## config.mk

```make
export PLATFORM = sky130hd
export DESIGN_NAME = crc_generator
export DESIGN_NICKNAME = d
export VERILOG_FILES = /design/src/core/crc_pkg.sv /design/src/core/crc_generator.sv
export VERILOG_INCLUDE_DIRS = /design/src /design/src/core
export SDC_FILE = /design/constraint.sdc
export NUM_CORES = 1
export LEC_CHECK = 0
export BUFFER_PORTS_ARGS = -buffer_cell sky130_fd_sc_hd__buf_4
export CORE_MARGIN = 5
export CORE_UTILIZATION = 50
export CTS_CLUSTER_SIZE = 16
export DETAILED_ROUTE_END_ITERATION = 7
export GPL_ROUTABILITY_DRIVEN = 1
export PLACE_DENSITY = 0.69
export SYNTH_ARGS = -nofsm -noshare
export SYNTH_HDL_FRONTEND = slang
export SYNTH_SLANG_ARGS = --single-unit
```

## constraint.sdc

```tcl
create_clock -name clock -period 8.5 [get_ports clock]
set_input_delay 0.85 -clock clock [delete_from_list [all_inputs] [get_ports clock]]
set_output_delay 0.85 -clock clock [all_outputs]
set_load 0.03 [all_outputs]
```

## src/core/crc_defs.svh

```systemverilog
// register indexes, field positions, reset values and sizes of the crc block
`ifndef CRC_DEFS_SVH
`define CRC_DEFS_SVH

`define CRC_ADDR_W 3
`define CRC_IDX_CTRL_ONE 3'h0
`define CRC_IDX_CTRL_TWO 3'h1
`define CRC_IDX_TERMS_LOW 3'h2
`define CRC_IDX_TERMS_HIGH 3'h3
`define CRC_IDX_DATA_LOW 3'h4
`define CRC_IDX_DATA_HIGH 3'h5
`define CRC_IDX_RESULT_LOW 3'h6
`define CRC_IDX_RESULT_HIGH 3'h7

`define CRC_BIT_ENABLE 15
`define CRC_BIT_IDLE_STOP 13
`define CRC_COUNT_LSB 8
`define CRC_BIT_FULL 7
`define CRC_BIT_EMPTY 6
`define CRC_BIT_IRQ_SEL 5
`define CRC_BIT_GO 4
`define CRC_BIT_LSB_FIRST 3
`define CRC_WIDTH_LSB 8
`define CRC_LEN_LSB 0

`define CRC_EMPTY_RESET 1'b1
`define CRC_FIFO_SLOTS 16
`define CRC_CAP_NARROW 5'h10
`define CRC_CAP_MEDIUM 5'h08
`define CRC_CAP_WIDE 5'h04
`define CRC_WIDTH_NARROW_MAX 5'h07
`define CRC_WIDTH_MEDIUM_MAX 5'h0f

`endif

```

## src/core/crc_pkg.sv

```systemverilog
// types shared by the crc block
package crc_pkg;
	typedef enum logic {CRC_IDLE, CRC_SHIFT} crc_state_t;

	typedef struct packed {
		logic wrEn;
		logic rdEn;
		logic [2:0] addr;
		logic [15:0] wrData;
	} crc_sfr_req_t;
endpackage : crc_pkg

```

## src/core/crc_generator.sv

```systemverilog
// programmable serial crc generator with input fifo and register port
`timescale 1ns/1ps
`include "crc_defs.svh"

module crc_generator
	import crc_pkg::*;
(
	input wire logic clock,
	input wire logic rst_n,
	input wire logic idleMode,
	input wire crc_sfr_req_t sfrReq,
	output logic [15:0] sfrRdData,
	output logic crcIrq
);
	logic moduleEnable_reg;
	logic idleStop_reg;
	logic irqSel_reg;
	logic goBit_reg;
	logic lsbFirst_reg;
	logic [4:0] dataWidth_reg;
	logic [4:0] polyLen_reg;
	logic [31:1] polyTerms_reg;
	logic [15:0] dataHigh_reg;
	logic [31:0] fifoMem [0:`CRC_FIFO_SLOTS-1];
	logic [3:0] wrPtr_reg;
	logic [3:0] rdPtr_reg;
	logic [4:0] wordCount_reg;
	logic [4:0] wordCount_next;
	logic fullFlag_reg;
	logic emptyFlag_reg;
	crc_state_t state_reg;
	logic [31:0] word_reg;
	logic [4:0] bitCnt_reg;
	logic [31:0] shift_reg;
	logic [31:0] shift_next;
	logic [31:0] lenMask;
	logic [4:0] capacity;
	logic isFull;
	logic pushNow;
	logic popNow;
	logic doneNow;
	logic engineRun;
	logic bitIn;
	logic feedback;
	logic [31:0] pushWord;
	logic [15:0] rdValue;
	logic [15:0] rdData_reg;
	logic irq_reg;

	wire wrCtrlOne = sfrReq.wrEn && sfrReq.addr == `CRC_IDX_CTRL_ONE;
	wire wrCtrlTwo = sfrReq.wrEn && sfrReq.addr == `CRC_IDX_CTRL_TWO;
	wire wrTermsLow = sfrReq.wrEn && sfrReq.addr == `CRC_IDX_TERMS_LOW;
	wire wrTermsHigh = sfrReq.wrEn && sfrReq.addr == `CRC_IDX_TERMS_HIGH;
	wire wrDataLow = sfrReq.wrEn && sfrReq.addr == `CRC_IDX_DATA_LOW;
	wire wrDataHigh = sfrReq.wrEn && sfrReq.addr == `CRC_IDX_DATA_HIGH;
	wire wrResLow = sfrReq.wrEn && sfrReq.addr == `CRC_IDX_RESULT_LOW;
	wire wrResHigh = sfrReq.wrEn && sfrReq.addr == `CRC_IDX_RESULT_HIGH;
	wire wideData = dataWidth_reg > `CRC_WIDTH_MEDIUM_MAX;

	// control registers; unimplemented bits are simply not stored
	always_ff @(posedge clock) begin
		if (!rst_n) begin
			moduleEnable_reg <= 1'b0;
			idleStop_reg <= 1'b0;
			irqSel_reg <= 1'b0;
			goBit_reg <= 1'b0;
			lsbFirst_reg <= 1'b0;
		end else if (wrCtrlOne) begin
			moduleEnable_reg <= sfrReq.wrData[`CRC_BIT_ENABLE];
			idleStop_reg <= sfrReq.wrData[`CRC_BIT_IDLE_STOP];
			irqSel_reg <= sfrReq.wrData[`CRC_BIT_IRQ_SEL];
			goBit_reg <= sfrReq.wrData[`CRC_BIT_GO];
			lsbFirst_reg <= sfrReq.wrData[`CRC_BIT_LSB_FIRST];
		end
	end

	always_ff @(posedge clock) begin
		if (!rst_n) begin
			dataWidth_reg <= 5'h00;
			polyLen_reg <= 5'h00;
		end else if (wrCtrlTwo) begin
			dataWidth_reg <= sfrReq.wrData[`CRC_WIDTH_LSB +: 5];
			polyLen_reg <= sfrReq.wrData[`CRC_LEN_LSB +: 5];
		end
	end

	always_ff @(posedge clock) begin
		if (!rst_n) begin
			polyTerms_reg <= 31'h00000000;
		end else begin
			if (wrTermsLow) begin
				polyTerms_reg[15:1] <= sfrReq.wrData[15:1];
			end
			if (wrTermsHigh) begin
				polyTerms_reg[31:16] <= sfrReq.wrData;
			end
		end
	end

	// high half is staged only for widths above 15; a low write pushes the whole word
	always_ff @(posedge clock) begin
		if (!rst_n) begin
			dataHigh_reg <= 16'h0000;
		end else if (wrDataHigh && wideData) begin
			dataHigh_reg <= sfrReq.wrData;
		end
	end

	// fifo depth by data width
	always_comb begin
		if (dataWidth_reg <= `CRC_WIDTH_NARROW_MAX) begin
			capacity = `CRC_CAP_NARROW;
		end else if (dataWidth_reg <= `CRC_WIDTH_MEDIUM_MAX) begin
			capacity = `CRC_CAP_MEDIUM;
		end else begin
			capacity = `CRC_CAP_WIDE;
		end
	end

	assign isFull = wordCount_reg >= capacity;
	assign pushNow = wrDataLow && !isFull;
	assign pushWord = wideData ? {dataHigh_reg, sfrReq.wrData} :
		{16'h0000, sfrReq.wrData};

	always_ff @(posedge clock) begin
		if (pushNow) begin
			fifoMem[wrPtr_reg] <= pushWord;
		end
	end

	always_ff @(posedge clock) begin
		if (!rst_n) begin
			wrPtr_reg <= 4'h0;
		end else if (pushNow) begin
			wrPtr_reg <= wrPtr_reg + 4'h1;
		end
	end
	always_ff @(posedge clock) begin
		if (!rst_n) begin
			rdPtr_reg <= 4'h0;
		end else if (popNow) begin
			rdPtr_reg <= rdPtr_reg + 4'h1;
		end
	end
	always_comb begin
		wordCount_next = wordCount_reg;
		if (pushNow && !popNow) begin
			wordCount_next = wordCount_reg + 5'h01;
		end else if (popNow && !pushNow) begin
			wordCount_next = wordCount_reg - 5'h01;
		end
	end

	// flags follow the new count in the same edge as the counter
	always_ff @(posedge clock) begin
		if (!rst_n) begin
			wordCount_reg <= 5'h00;
			fullFlag_reg <= 1'b0;
			emptyFlag_reg <= `CRC_EMPTY_RESET;
		end else begin
			wordCount_reg <= wordCount_next;
			fullFlag_reg <= wordCount_next >= capacity;
			emptyFlag_reg <= wordCount_next == 5'h00;
		end
	end

	// engine sequencing
	assign engineRun = moduleEnable_reg && goBit_reg &&
		!(idleStop_reg && idleMode);
	assign popNow = engineRun && wordCount_reg != 5'h00 &&
		(state_reg == CRC_IDLE || bitCnt_reg == 5'h00);
	assign doneNow = engineRun && state_reg == CRC_SHIFT &&
		bitCnt_reg == 5'h00 && wordCount_reg == 5'h00;

	always_ff @(posedge clock) begin
		if (!rst_n) begin
			state_reg <= CRC_IDLE;
			bitCnt_reg <= 5'h00;
			word_reg <= 32'h00000000;
		end else begin
			case (state_reg)
				CRC_IDLE: begin
					if (popNow) begin
						state_reg <= CRC_SHIFT;
						bitCnt_reg <= dataWidth_reg;
						word_reg <= fifoMem[rdPtr_reg];
					end
				end
				CRC_SHIFT: begin
					if (!goBit_reg || !moduleEnable_reg) begin
						state_reg <= CRC_IDLE;
					end else if (engineRun) begin
						if (popNow) begin
							bitCnt_reg <= dataWidth_reg;
							word_reg <= fifoMem[rdPtr_reg];
						end else if (bitCnt_reg == 5'h00) begin
							state_reg <= CRC_IDLE;
						end else begin
							bitCnt_reg <= bitCnt_reg - 5'h01;
							word_reg <= lsbFirst_reg ? word_reg >> 1 :
								word_reg << 1;
						end
					end
				end
				default: begin
					state_reg <= CRC_IDLE;
				end
			endcase
		end
	end

	// one bit per shift through the programmable xor stages
	always_comb begin
		bitIn = lsbFirst_reg ? word_reg[0] : word_reg[dataWidth_reg];
		feedback = shift_reg[polyLen_reg] ^ bitIn;
		lenMask = 32'h00000000;
		shift_next = 32'h00000000;
		for (int i = 0; i < 32; i++) begin
			lenMask[i] = 5'(i) <= polyLen_reg;
		end
		shift_next[0] = feedback;
		for (int i = 1; i < 32; i++) begin
			shift_next[i] = shift_reg[i-1] ^ (feedback & polyTerms_reg[i]);
		end
		shift_next = shift_next & lenMask;
	end

	always_ff @(posedge clock) begin
		if (!rst_n) begin
			shift_reg <= 32'h00000000;
		end else if (wrResLow) begin
			shift_reg[15:0] <= sfrReq.wrData;
		end else if (wrResHigh) begin
			shift_reg[31:16] <= sfrReq.wrData;
		end else if (state_reg == CRC_SHIFT && engineRun) begin
			shift_reg <= shift_next;
		end
	end

	// interrupt pulse from either selected source
	always_ff @(posedge clock) begin
		if (!rst_n) begin
			irq_reg <= 1'b0;
		end else begin
			irq_reg <= (irqSel_reg && popNow && !pushNow &&
				wordCount_reg == 5'h01) ||
				(!irqSel_reg && doneNow);
		end
	end

	// registered read port
	always_comb begin
		rdValue = 16'h0000;
		case (sfrReq.addr)
			`CRC_IDX_CTRL_ONE: begin
				rdValue[`CRC_BIT_ENABLE] = moduleEnable_reg;
				rdValue[`CRC_BIT_IDLE_STOP] = idleStop_reg;
				rdValue[`CRC_COUNT_LSB +: 5] = wordCount_reg;
				rdValue[`CRC_BIT_FULL] = fullFlag_reg;
				rdValue[`CRC_BIT_EMPTY] = emptyFlag_reg;
				rdValue[`CRC_BIT_IRQ_SEL] = irqSel_reg;
				rdValue[`CRC_BIT_GO] = goBit_reg;
				rdValue[`CRC_BIT_LSB_FIRST] = lsbFirst_reg;
			end
			`CRC_IDX_CTRL_TWO: begin
				rdValue[`CRC_WIDTH_LSB +: 5] = dataWidth_reg;
				rdValue[`CRC_LEN_LSB +: 5] = polyLen_reg;
			end
			`CRC_IDX_TERMS_LOW: begin
				rdValue = {polyTerms_reg[15:1], 1'b0};
			end
			`CRC_IDX_TERMS_HIGH: begin
				rdValue = polyTerms_reg[31:16];
			end
			`CRC_IDX_RESULT_LOW: begin
				rdValue = shift_reg[15:0];
			end
			`CRC_IDX_RESULT_HIGH: begin
				rdValue = shift_reg[31:16];
			end
			default: begin
				rdValue = 16'h0000;
			end
		endcase
	end

	always_ff @(posedge clock) begin
		if (!rst_n) begin
			rdData_reg <= 16'h0000;
		end else if (sfrReq.rdEn) begin
			rdData_reg <= rdValue;
		end
	end

	assign sfrRdData = rdData_reg;
	assign crcIrq = irq_reg;
endmodule : crc_generator

```

==> results of run 1 <==
[stage by stage]
step / setup WS, ps / power [mW] / cell area, um^2 / instances / util (%)
2_1_floorplan: 3530 / 3.75 / 29100 / 1988 / -
5_1_grt: 3950 / 6.99 / 32400 / 2808 / 56.1
3_5_place_dp: 4040 / 3.83 / 30100 / 2683 / 52.2
4_1_cts: 4140 / 6.83 / 32400 / 2808 / 56.1
6_report: 4130 / 6.80 / 32400 / 2808 / 56.1
3_3_place_gp: 4110 / 3.83 / 30100 / 2683 / 52.2
[Yosys cell counts (4+ instances only)]
cell / count
nand4_1: 10
o221ai_1: 4
dfxtp_1: 168
clkbuf_1: 102
a22oi_1: 6
nand2b_1: 17
a22o_1: 10
a211o_1: 13
nor2b_1: 10
mux4_2: 171
nor3_1: 19
mux2_2: 9
buf_2: 6
and3_1: 6
nor3_2: 4
and2_1: 27
inv_1: 35
nor2_1: 157
edfxtp_1: 512
a21oi_1: 150
xor2_1: 5
mux2i_1: 65
ha_1: 14
o211ai_1: 18
and4_1: 9
buf_1: 23
nand2_1: 182
a311oi_1: 5
nor4b_1: 10
nand3_1: 21
xnor2_1: 5
or3_1: 7
nand3b_1: 6
a211oi_1: 47
buf_6: 4
or2_2: 5
mux4_1: 5
nor4_1: 11
a31oi_1: 7
o21ai_0: 47
o22ai_1: 9
[worst register-to-register path: stages, from the launching register on]
cell and delay, ps:
dfxtp_1 520, inv_1 110, ha_1 230, a21bo_2 220
a21o_1 180, maj3_1 430, nor2_1 790, nand2_1 440
nor2_4 1020
[area by class of cell]
cell class,count,area (um^2),area share [%]
clock buffers,88,1900,5.87
flip-flops and latches,680,18700,57.9
multi-input cells,1136,9780,30.2
well taps,765,957,2.96
inverters,35,134,0.413
repair buffers,67,503,1.55
clock inverters,37,350,1.08
[cells by family after synthesis]
kind of cell,share of synthesized area (%)
DFF,64.4
and+or+nand+nor,8.14
AOI/OAI and AO/OA,7.76
muxes,16.3
buffers and inverters,2.37
adders and majority gates,0.671
xor gates and xnor gates,0.357
[report_power, final]
part | switching, mW | total (mW) | internal, mW
Sequential | 0.0174 | 3.57 | 3.56
Clock | 1.28 | 3.03 | 1.75
Combinational | 0.140 | 0.192 | 0.0524
Total | 1.44 | 6.80 | 5.36
[per-layer routing]
metal	wire [um]	global-route usage, %
met1	31500	36.0
met2	34200	35.4
met3	8710	5.29
met4	1300	5.55
met5	13	0
[worst max path at each step]
stage,from,endpoint,slack [ps],cells past startpoint
6_report,wordCount_reg[0],fifoMem[5][25],4130,8
2_1_floorplan,dataWidth_reg[4],fifoMem[3][0],3530,9
5_1_grt,wordCount_reg[0],fifoMem[5][25],3950,8
3_3_place_gp,sfrReq[18],fifoMem[7][10],4110,6
4_1_cts,wordCount_reg[0],fifoMem[7][26],4140,8
3_5_place_dp,sfrReq[18],fifoMem[7][26],4040,6
==> metrics.txt, run 1 <==
leakage 10.1 nW; Power Dens Cells 210 nW/um^2; largest cells by area after synthesis edfxtp_1, mux4_2, dfxtp_1; Port Buffer Count 40; R2R depth 8; Clock transition at path regs 60 ps; PostCTS Resize Cnt 0; WL final 75700 um; commonest cells after routing, fill and taps aside edfxtp_1, nand2_1, mux4_2; Relative slew margins 10.2%; post-synth top area cell edfxtp_1; post-synth top area share 52.9%; vias 17900; Gate Count Post-Synth 1988; Tmin final 4370 ps; crit-path cells inv_1 > ha_1 > a21bo_2 > a21o_1 > maj3_1 > nor2_1 > nand2_1 > nor2_4; core area 57700 um^2; Mapped Avg Cell Area 14.6 um^2; Final Setup Violations 0; synth warn 0; CP delay by family, top simple AND/OR/NAND/NOR gates; Setup crit end kind flop; share of cells above drive strength 1 19.5%; Starting DRT DRC Count 2314; Max FO, Critical Path 32; register area share after synthesis 64.4%; number of flip-flops in the largest register 512; CTS tree built; Final ANT Viol Nets 0; Worst Hold Depth 2; DPL Wire Length 46600 um; Tcrit/Tclk final 51.4%; # IOs 41; commonest non-fill, non-tap cell in the layout edfxtp_1; Worst Path Arrival 4580 ps; vias in the first global route 17000; gr usage total 23.7%; Chip Width 251 um; # fillers 4504; Rows 88; Pins Over Slew Limit 0; ys flop type edfxtp_1; final RePlAce weighted congestion 0.884; min-delay src dataHigh_reg[11]; Hold EP dataHigh_reg[11]; Worst Path Buf+Inv 1; Synth cell types 72; Worst-Skew Late Latency 620 ps; largest net degree at the start of global routing 72; Syn Nets 2026; Ant. Diodes 0; cts hold-fix bufs 0; Max Root-Sink Buffers 3; Seq cells post-synth 680; maxcap violations 0; Worst R2R End fifoMem[5][25]; CTS sink cnt 680; # DRC 0; run status complete, no violations; WL/cell 27.0 um; first-pass GRT wire length 112000 um; Hold WC Path Type reg -> reg; Max Freq 0.229 GHz; WS Path Type reg -> reg; critical path's largest stage delay 1020 ps; Hold Vio Cnt, Final 0; initial antenna violation count 7; Clock H-tree levels 3; mapped cell area 29100 um^2; peak supply drop 0.195 mV; setup slack, reg-to-reg 4130 ps; Hold WS 454 ps; global route overflow 0; Post CTS Setup Buffer Count 0; setup repair after global routing missed its margin no; ys async rst share 0%; CP Launch Type flop; WP data required 8710 ps; fin nets 2028; Final TNS setup 0 ps; Root Driver clkbuf_16; CP max stage cell nor2_4; final clock skew 28.3 ps; Post-synth EDFFs 512; Die Ht 251 um; Reg-to-Reg Start wordCount_reg[0]; Num CTS Buffers 70; vias per cell 6.39; worst slew pin tran 1350 ps; Starting Density 50.4%; Layout area overhead 11.3%; die footprint 63100 um^2; drt pass-1 iters 7
Power figures use the tool's default switching activity.
==> inputs of run 2 (changes only) <==
==> constraint.sdc (replaced) <==
create_clock -name clock -period 4.1 [get_ports clock]
set_input_delay 0.41 -clock clock [delete_from_list [all_inputs] [get_ports clock]]
set_output_delay 0.41 -clock clock [all_outputs]
set_load 0.03 [all_outputs]
==> run 2 against run 1 <==
Power increased by 110%. Cell count increased by 1.7%. Fmax increased by 20%. Sequential share of layout area decreased by 0.94 points. Critical endpoint is now shift_reg[8]. Largest cell class unchanged. Highest routed layer is now met4.
==> metrics.txt, run 2 (synthesized netlist as in run 1, its figures left out) <==
run status complete, no violations; min setup slack post-route 459 ps; min-delay src sfrReq[19]; Port Buffer Count 40; Starting Density 50.4%; worst slew pin tran 1230 ps; Worst Path Arrival 4140 ps; fin util 57.0%; Worst-Skew Late Latency 610 ps; WP data required 4590 ps; Max Root-Sink Buffers 3; R2R depth 8; Chip Width 251 um; Hold WC Path Type in -> reg; met2 global-route usage 37.8%; Clock transition at path regs 70 ps; fin nets 2071; Clock H-tree levels 3; Setup crit end kind flop; WL final 74400 um; Die Ht 251 um; PostCTS Resize Cnt 0; cts hold-fix bufs 0; die footprint 63100 um^2; first-pass GRT wire length 113000 um; Starting DRT DRC Count 2262; WL/cell 26.1 um; core area 57700 um^2; Pwr Total 14.2 mW; drt pass-1 iters 7; initial antenna violation count 0; final RePlAce weighted congestion 0.938; setup repair after global routing missed its margin no; CTS sink cnt 680; CTS tree built; Num CTS Buffers 70; Layout area overhead 13.2%; Worst Hold Depth 2; most used routing layer met2; commonest non-fill, non-tap cell in the layout edfxtp_1; met1 Usage GRT 33.5%; vias per cell 6.30; CP startpoint polyLen_reg[0]; global route overflow 0; M3 GR Usage 3.94%; share of cells above drive strength 1 21.2%; CP Launch Type flop; Hold Vio Cnt, Final 0; Pins Over Slew Limit 0; Post CTS Setup Buffer Count 0; final clock skew 24.1 ps; Rows 88; # IOs 41; peak supply drop 0.457 mV; leakage 10.4 nW; gr usage total 23.5%; Root Driver clkbuf_16; Tcrit/Tclk final 88.8%; Final ANT Viol Nets 0; Power Dens Cells 432 nW/um^2; maxcap violations 0; WS Path Type reg -> reg; Max Freq 0.275 GHz; Tmin final 3640 ps; DPL Wire Length 45000 um; # DRC 0; pre-CTS WS 535 ps; Relative slew margins 17.8%; vias 18000; critical path's largest stage delay 860 ps; crit-path cells mux4_2 > and2_1 > o21ai_0 > nand3_1 > xnor2_2 > buf_4 > a21oi_1 > nor4_1; Max FO, Critical Path 15; Final Setup Violations 0; Reg-to-Reg Start polyLen_reg[0]; CP max stage cell xnor2_2; commonest cells after routing, fill and taps aside edfxtp_1, nand2_1, mux4_2; number of flip-flops in the largest register 512; largest net degree at the start of global routing 79; vias in the first global route 17800
[run 2: final timing paths]
kind | slack (ps) | to
max reg2reg | 460 | shift_reg[8]
min | 200 | sfrRdData[11]
max | 460 | shift_reg[8]
min reg2reg | 460 | dataHigh_reg[14]
[run 2: report_power, final]
group | internal [mW] | switching [mW] | total (mW)
Sequential | 7.37 | 0.0391 | 7.41
Combinational | 0.118 | 0.282 | 0.400
Clock | 3.77 | 2.64 | 6.41
[run 2: per-stage QoR]
step	hold slack, ps	cells	instance area, um^2	setup TNS [ps]
6_report	197	2856	32900	0
5_1_grt	189	2855	32900	0
4_1_cts	161	2855	32900	0
3_5_place_dp	450	2726	30600	0
3_3_place_gp	437	2726	30600	0
2_1_floorplan	432	1988	29100	-1170
[run 2: cell type report]
type | count | area, um^2
multi-input cells | 1136 | 9810
flip-flops and latches | 680 | 18700
repair buffers | 110 | 938
well taps | 765 | 957
clock inverters | 34 | 349
inverters | 35 | 134
diodes | 1 | 2.50
clock buffers | 95 | 1970
fillers | 4509 | 24800
[run 2: critical path: cells and delay by family, from the launching register on]
family	cells	cell delay, ps
buffers and inverters	1	320
AOI/OAI and AO/OA	2	400
xor gates and xnor gates	1	860
muxes	1	570
and+or+nand+nor	3	720
DFF	1	650
[run 2: per-layer routing]
layer | part of all wire [%] | wire length, um
met5 | 0 | 0
met2 | 48 | 35900
met3 | 7.9 | 5880
met1 | 41 | 30700
met4 | 2.6 | 1930
==> inputs of run 3 (changes only) <==
--- a/config.mk
+++ b/config.mk
@@ -13,6 +13,7 @@
 export DETAILED_ROUTE_END_ITERATION = 7
 export GPL_ROUTABILITY_DRIVEN = 1
 export PLACE_DENSITY = 0.69
+export RECOVER_POWER = 25
 export SYNTH_ARGS = -nofsm -noshare
 export SYNTH_HDL_FRONTEND = slang
 export SYNTH_SLANG_ARGS = --single-unit
==> run 3 against run 2 <==
The run now ends with max-capacitance violations, max-slew violations left. Worst setup slack worse by 22 ps. Clock power about the same. Cell count about the same. Die area unchanged. Count of clock-buffer cells in the layout unchanged. First-iteration DRC count up 3.1%. Hold slack better by 2.1 ps. Highest routed layer unchanged. Non-clock buffer count unchanged. Combinational power down 3%.
==> metrics.txt, run 3 (synthesized netlist as in run 1, its figures left out) <==
run status finished with violations; violated checks max-capacitance violations, max-slew violations; Layout area overhead 12.7%; vias in the first global route 17800; commonest cells after routing, fill and taps aside edfxtp_1, nand2_1, mux4_2; Starting Density 50.4%; DPL Wire Length 45000 um; WL final 74400 um; die footprint 63100 um^2; Tcrit/Tclk final 89.4%; final clock skew 22.0 ps; placed inst area 30600 um^2; global route overflow 0; core area 57700 um^2; share of cells above drive strength 1 19.4%; Setup crit end kind flop; Power Dens Cells 434 nW/um^2; drt pass-1 iters 6; Num CTS Buffers 70; Hold WC Path Type in -> reg; Port Buffer Count 40; Worst-Skew Late Latency 610 ps; maxcap violations 2; # IOs 41; WL/cell 26.0 um; initial antenna violation count 0; R2R depth 8; Final ANT Viol Nets 0; min setup slack post-route 436 ps; peak supply drop 0.457 mV; first-pass GRT wire length 113000 um; Clock H-tree levels 3; Clock transition at path regs 60 ps; Chip Width 251 um; Max Freq 0.273 GHz; CP Launch Type flop; gr usage total 23.5%; CTS tree built; # DRC 0; # fillers 4529; Tmin final 3660 ps; area of the multi-input gates 9810 um^2; Max FO, Critical Path 15; PostCTS Resize Cnt 0; fin nets 2071; vias 18000; WP data required 4590 ps; final RePlAce weighted congestion 0.938; Hold Vio Cnt, Final 0; Worst Hold Depth 2; finished layout cell area 32800 um^2; vias per cell 6.30; worst slew pin tran 1800 ps; Post CTS Setup Buffer Count 0; Starting DRT DRC Count 2331; setup repair after global routing missed its margin no; CTS sink cnt 680; Ant. Diodes 0; WS Path Type reg -> reg; Root Driver clkbuf_16; Worst Path Arrival 4150 ps; Reg area 18700 um^2; cts hold-fix bufs 0; pre-CTS WS 535 ps; commonest non-fill, non-tap cell in the layout edfxtp_1; leakage 10.3 nW; Max Root-Sink Buffers 3; number of flip-flops in the largest register 512; Rows 88; Pins Over Slew Limit 41; Die Ht 251 um; largest net degree at the start of global routing 79; Relative slew margins -19.8%; Final Setup Violations 0; Pwr Total 14.2 mW
## run 3: critical path, cell delays in order (launching register included)
cell and delay, ps:
dfxtp_1 640, mux4_2 560, and2_1 160, o21ai_0 320
nand3_1 280, xnor2_2 860, buf_4 310, a21oi_1 90
nor4_1 300
## run 3: stage by stage
step	hold slack (ps)	util (%)	std cells	TNS, ps
floorplan	432	-	1988	-1170
global placement	437	53.0	2726	0
detailed placement	450	53.0	2726	0
CTS	161	57.0	2855	0
global route	195	56.8	2855	0
finish	199	56.8	2855	0
## run 3: path summary, 6_finish.rpt
check | startpoint | end | slack [ps]
worst max-delay path | polyLen_reg[0] | shift_reg[8] | 440
worst min-delay path | sfrReq[19] | sfrRdData[11] | 200
worst max register to register | polyLen_reg[0] | shift_reg[8] | 440
worst min register to register | dataHigh_reg[15] | dataHigh_reg[15] | 460
## run 3: final cells by class
cell class	count	area share, %
inverter	35	0.409
timing repair buffer	110	2.45
multi-input combinational	1136	29.9
tap	765	2.92
sequential	680	57.2
clock inverter	34	1.07
clock buffer	95	6.01
## run 3: metal layers
metal | share of wire (%) | global-route usage, % | up-vias
li1 | - | - | 7820
met1 | 41 | 33.5 | 9178
met2 | 48 | 37.8 | 844
met3 | 8.5 | 3.94 | 150
met4 | 2.7 | 6.83 | 0
met5 | 0 | 0 | -
## run 3: report_power, final
part / total [mW] / leakage (nW) / switching (mW) / internal, mW
logic: 0.388 / 3.06 / 0.282 / 0.106
registers: 7.42 / 6.09 / 0.0387 / 7.38
clock network: 6.41 / 1.14 / 2.64 / 3.77
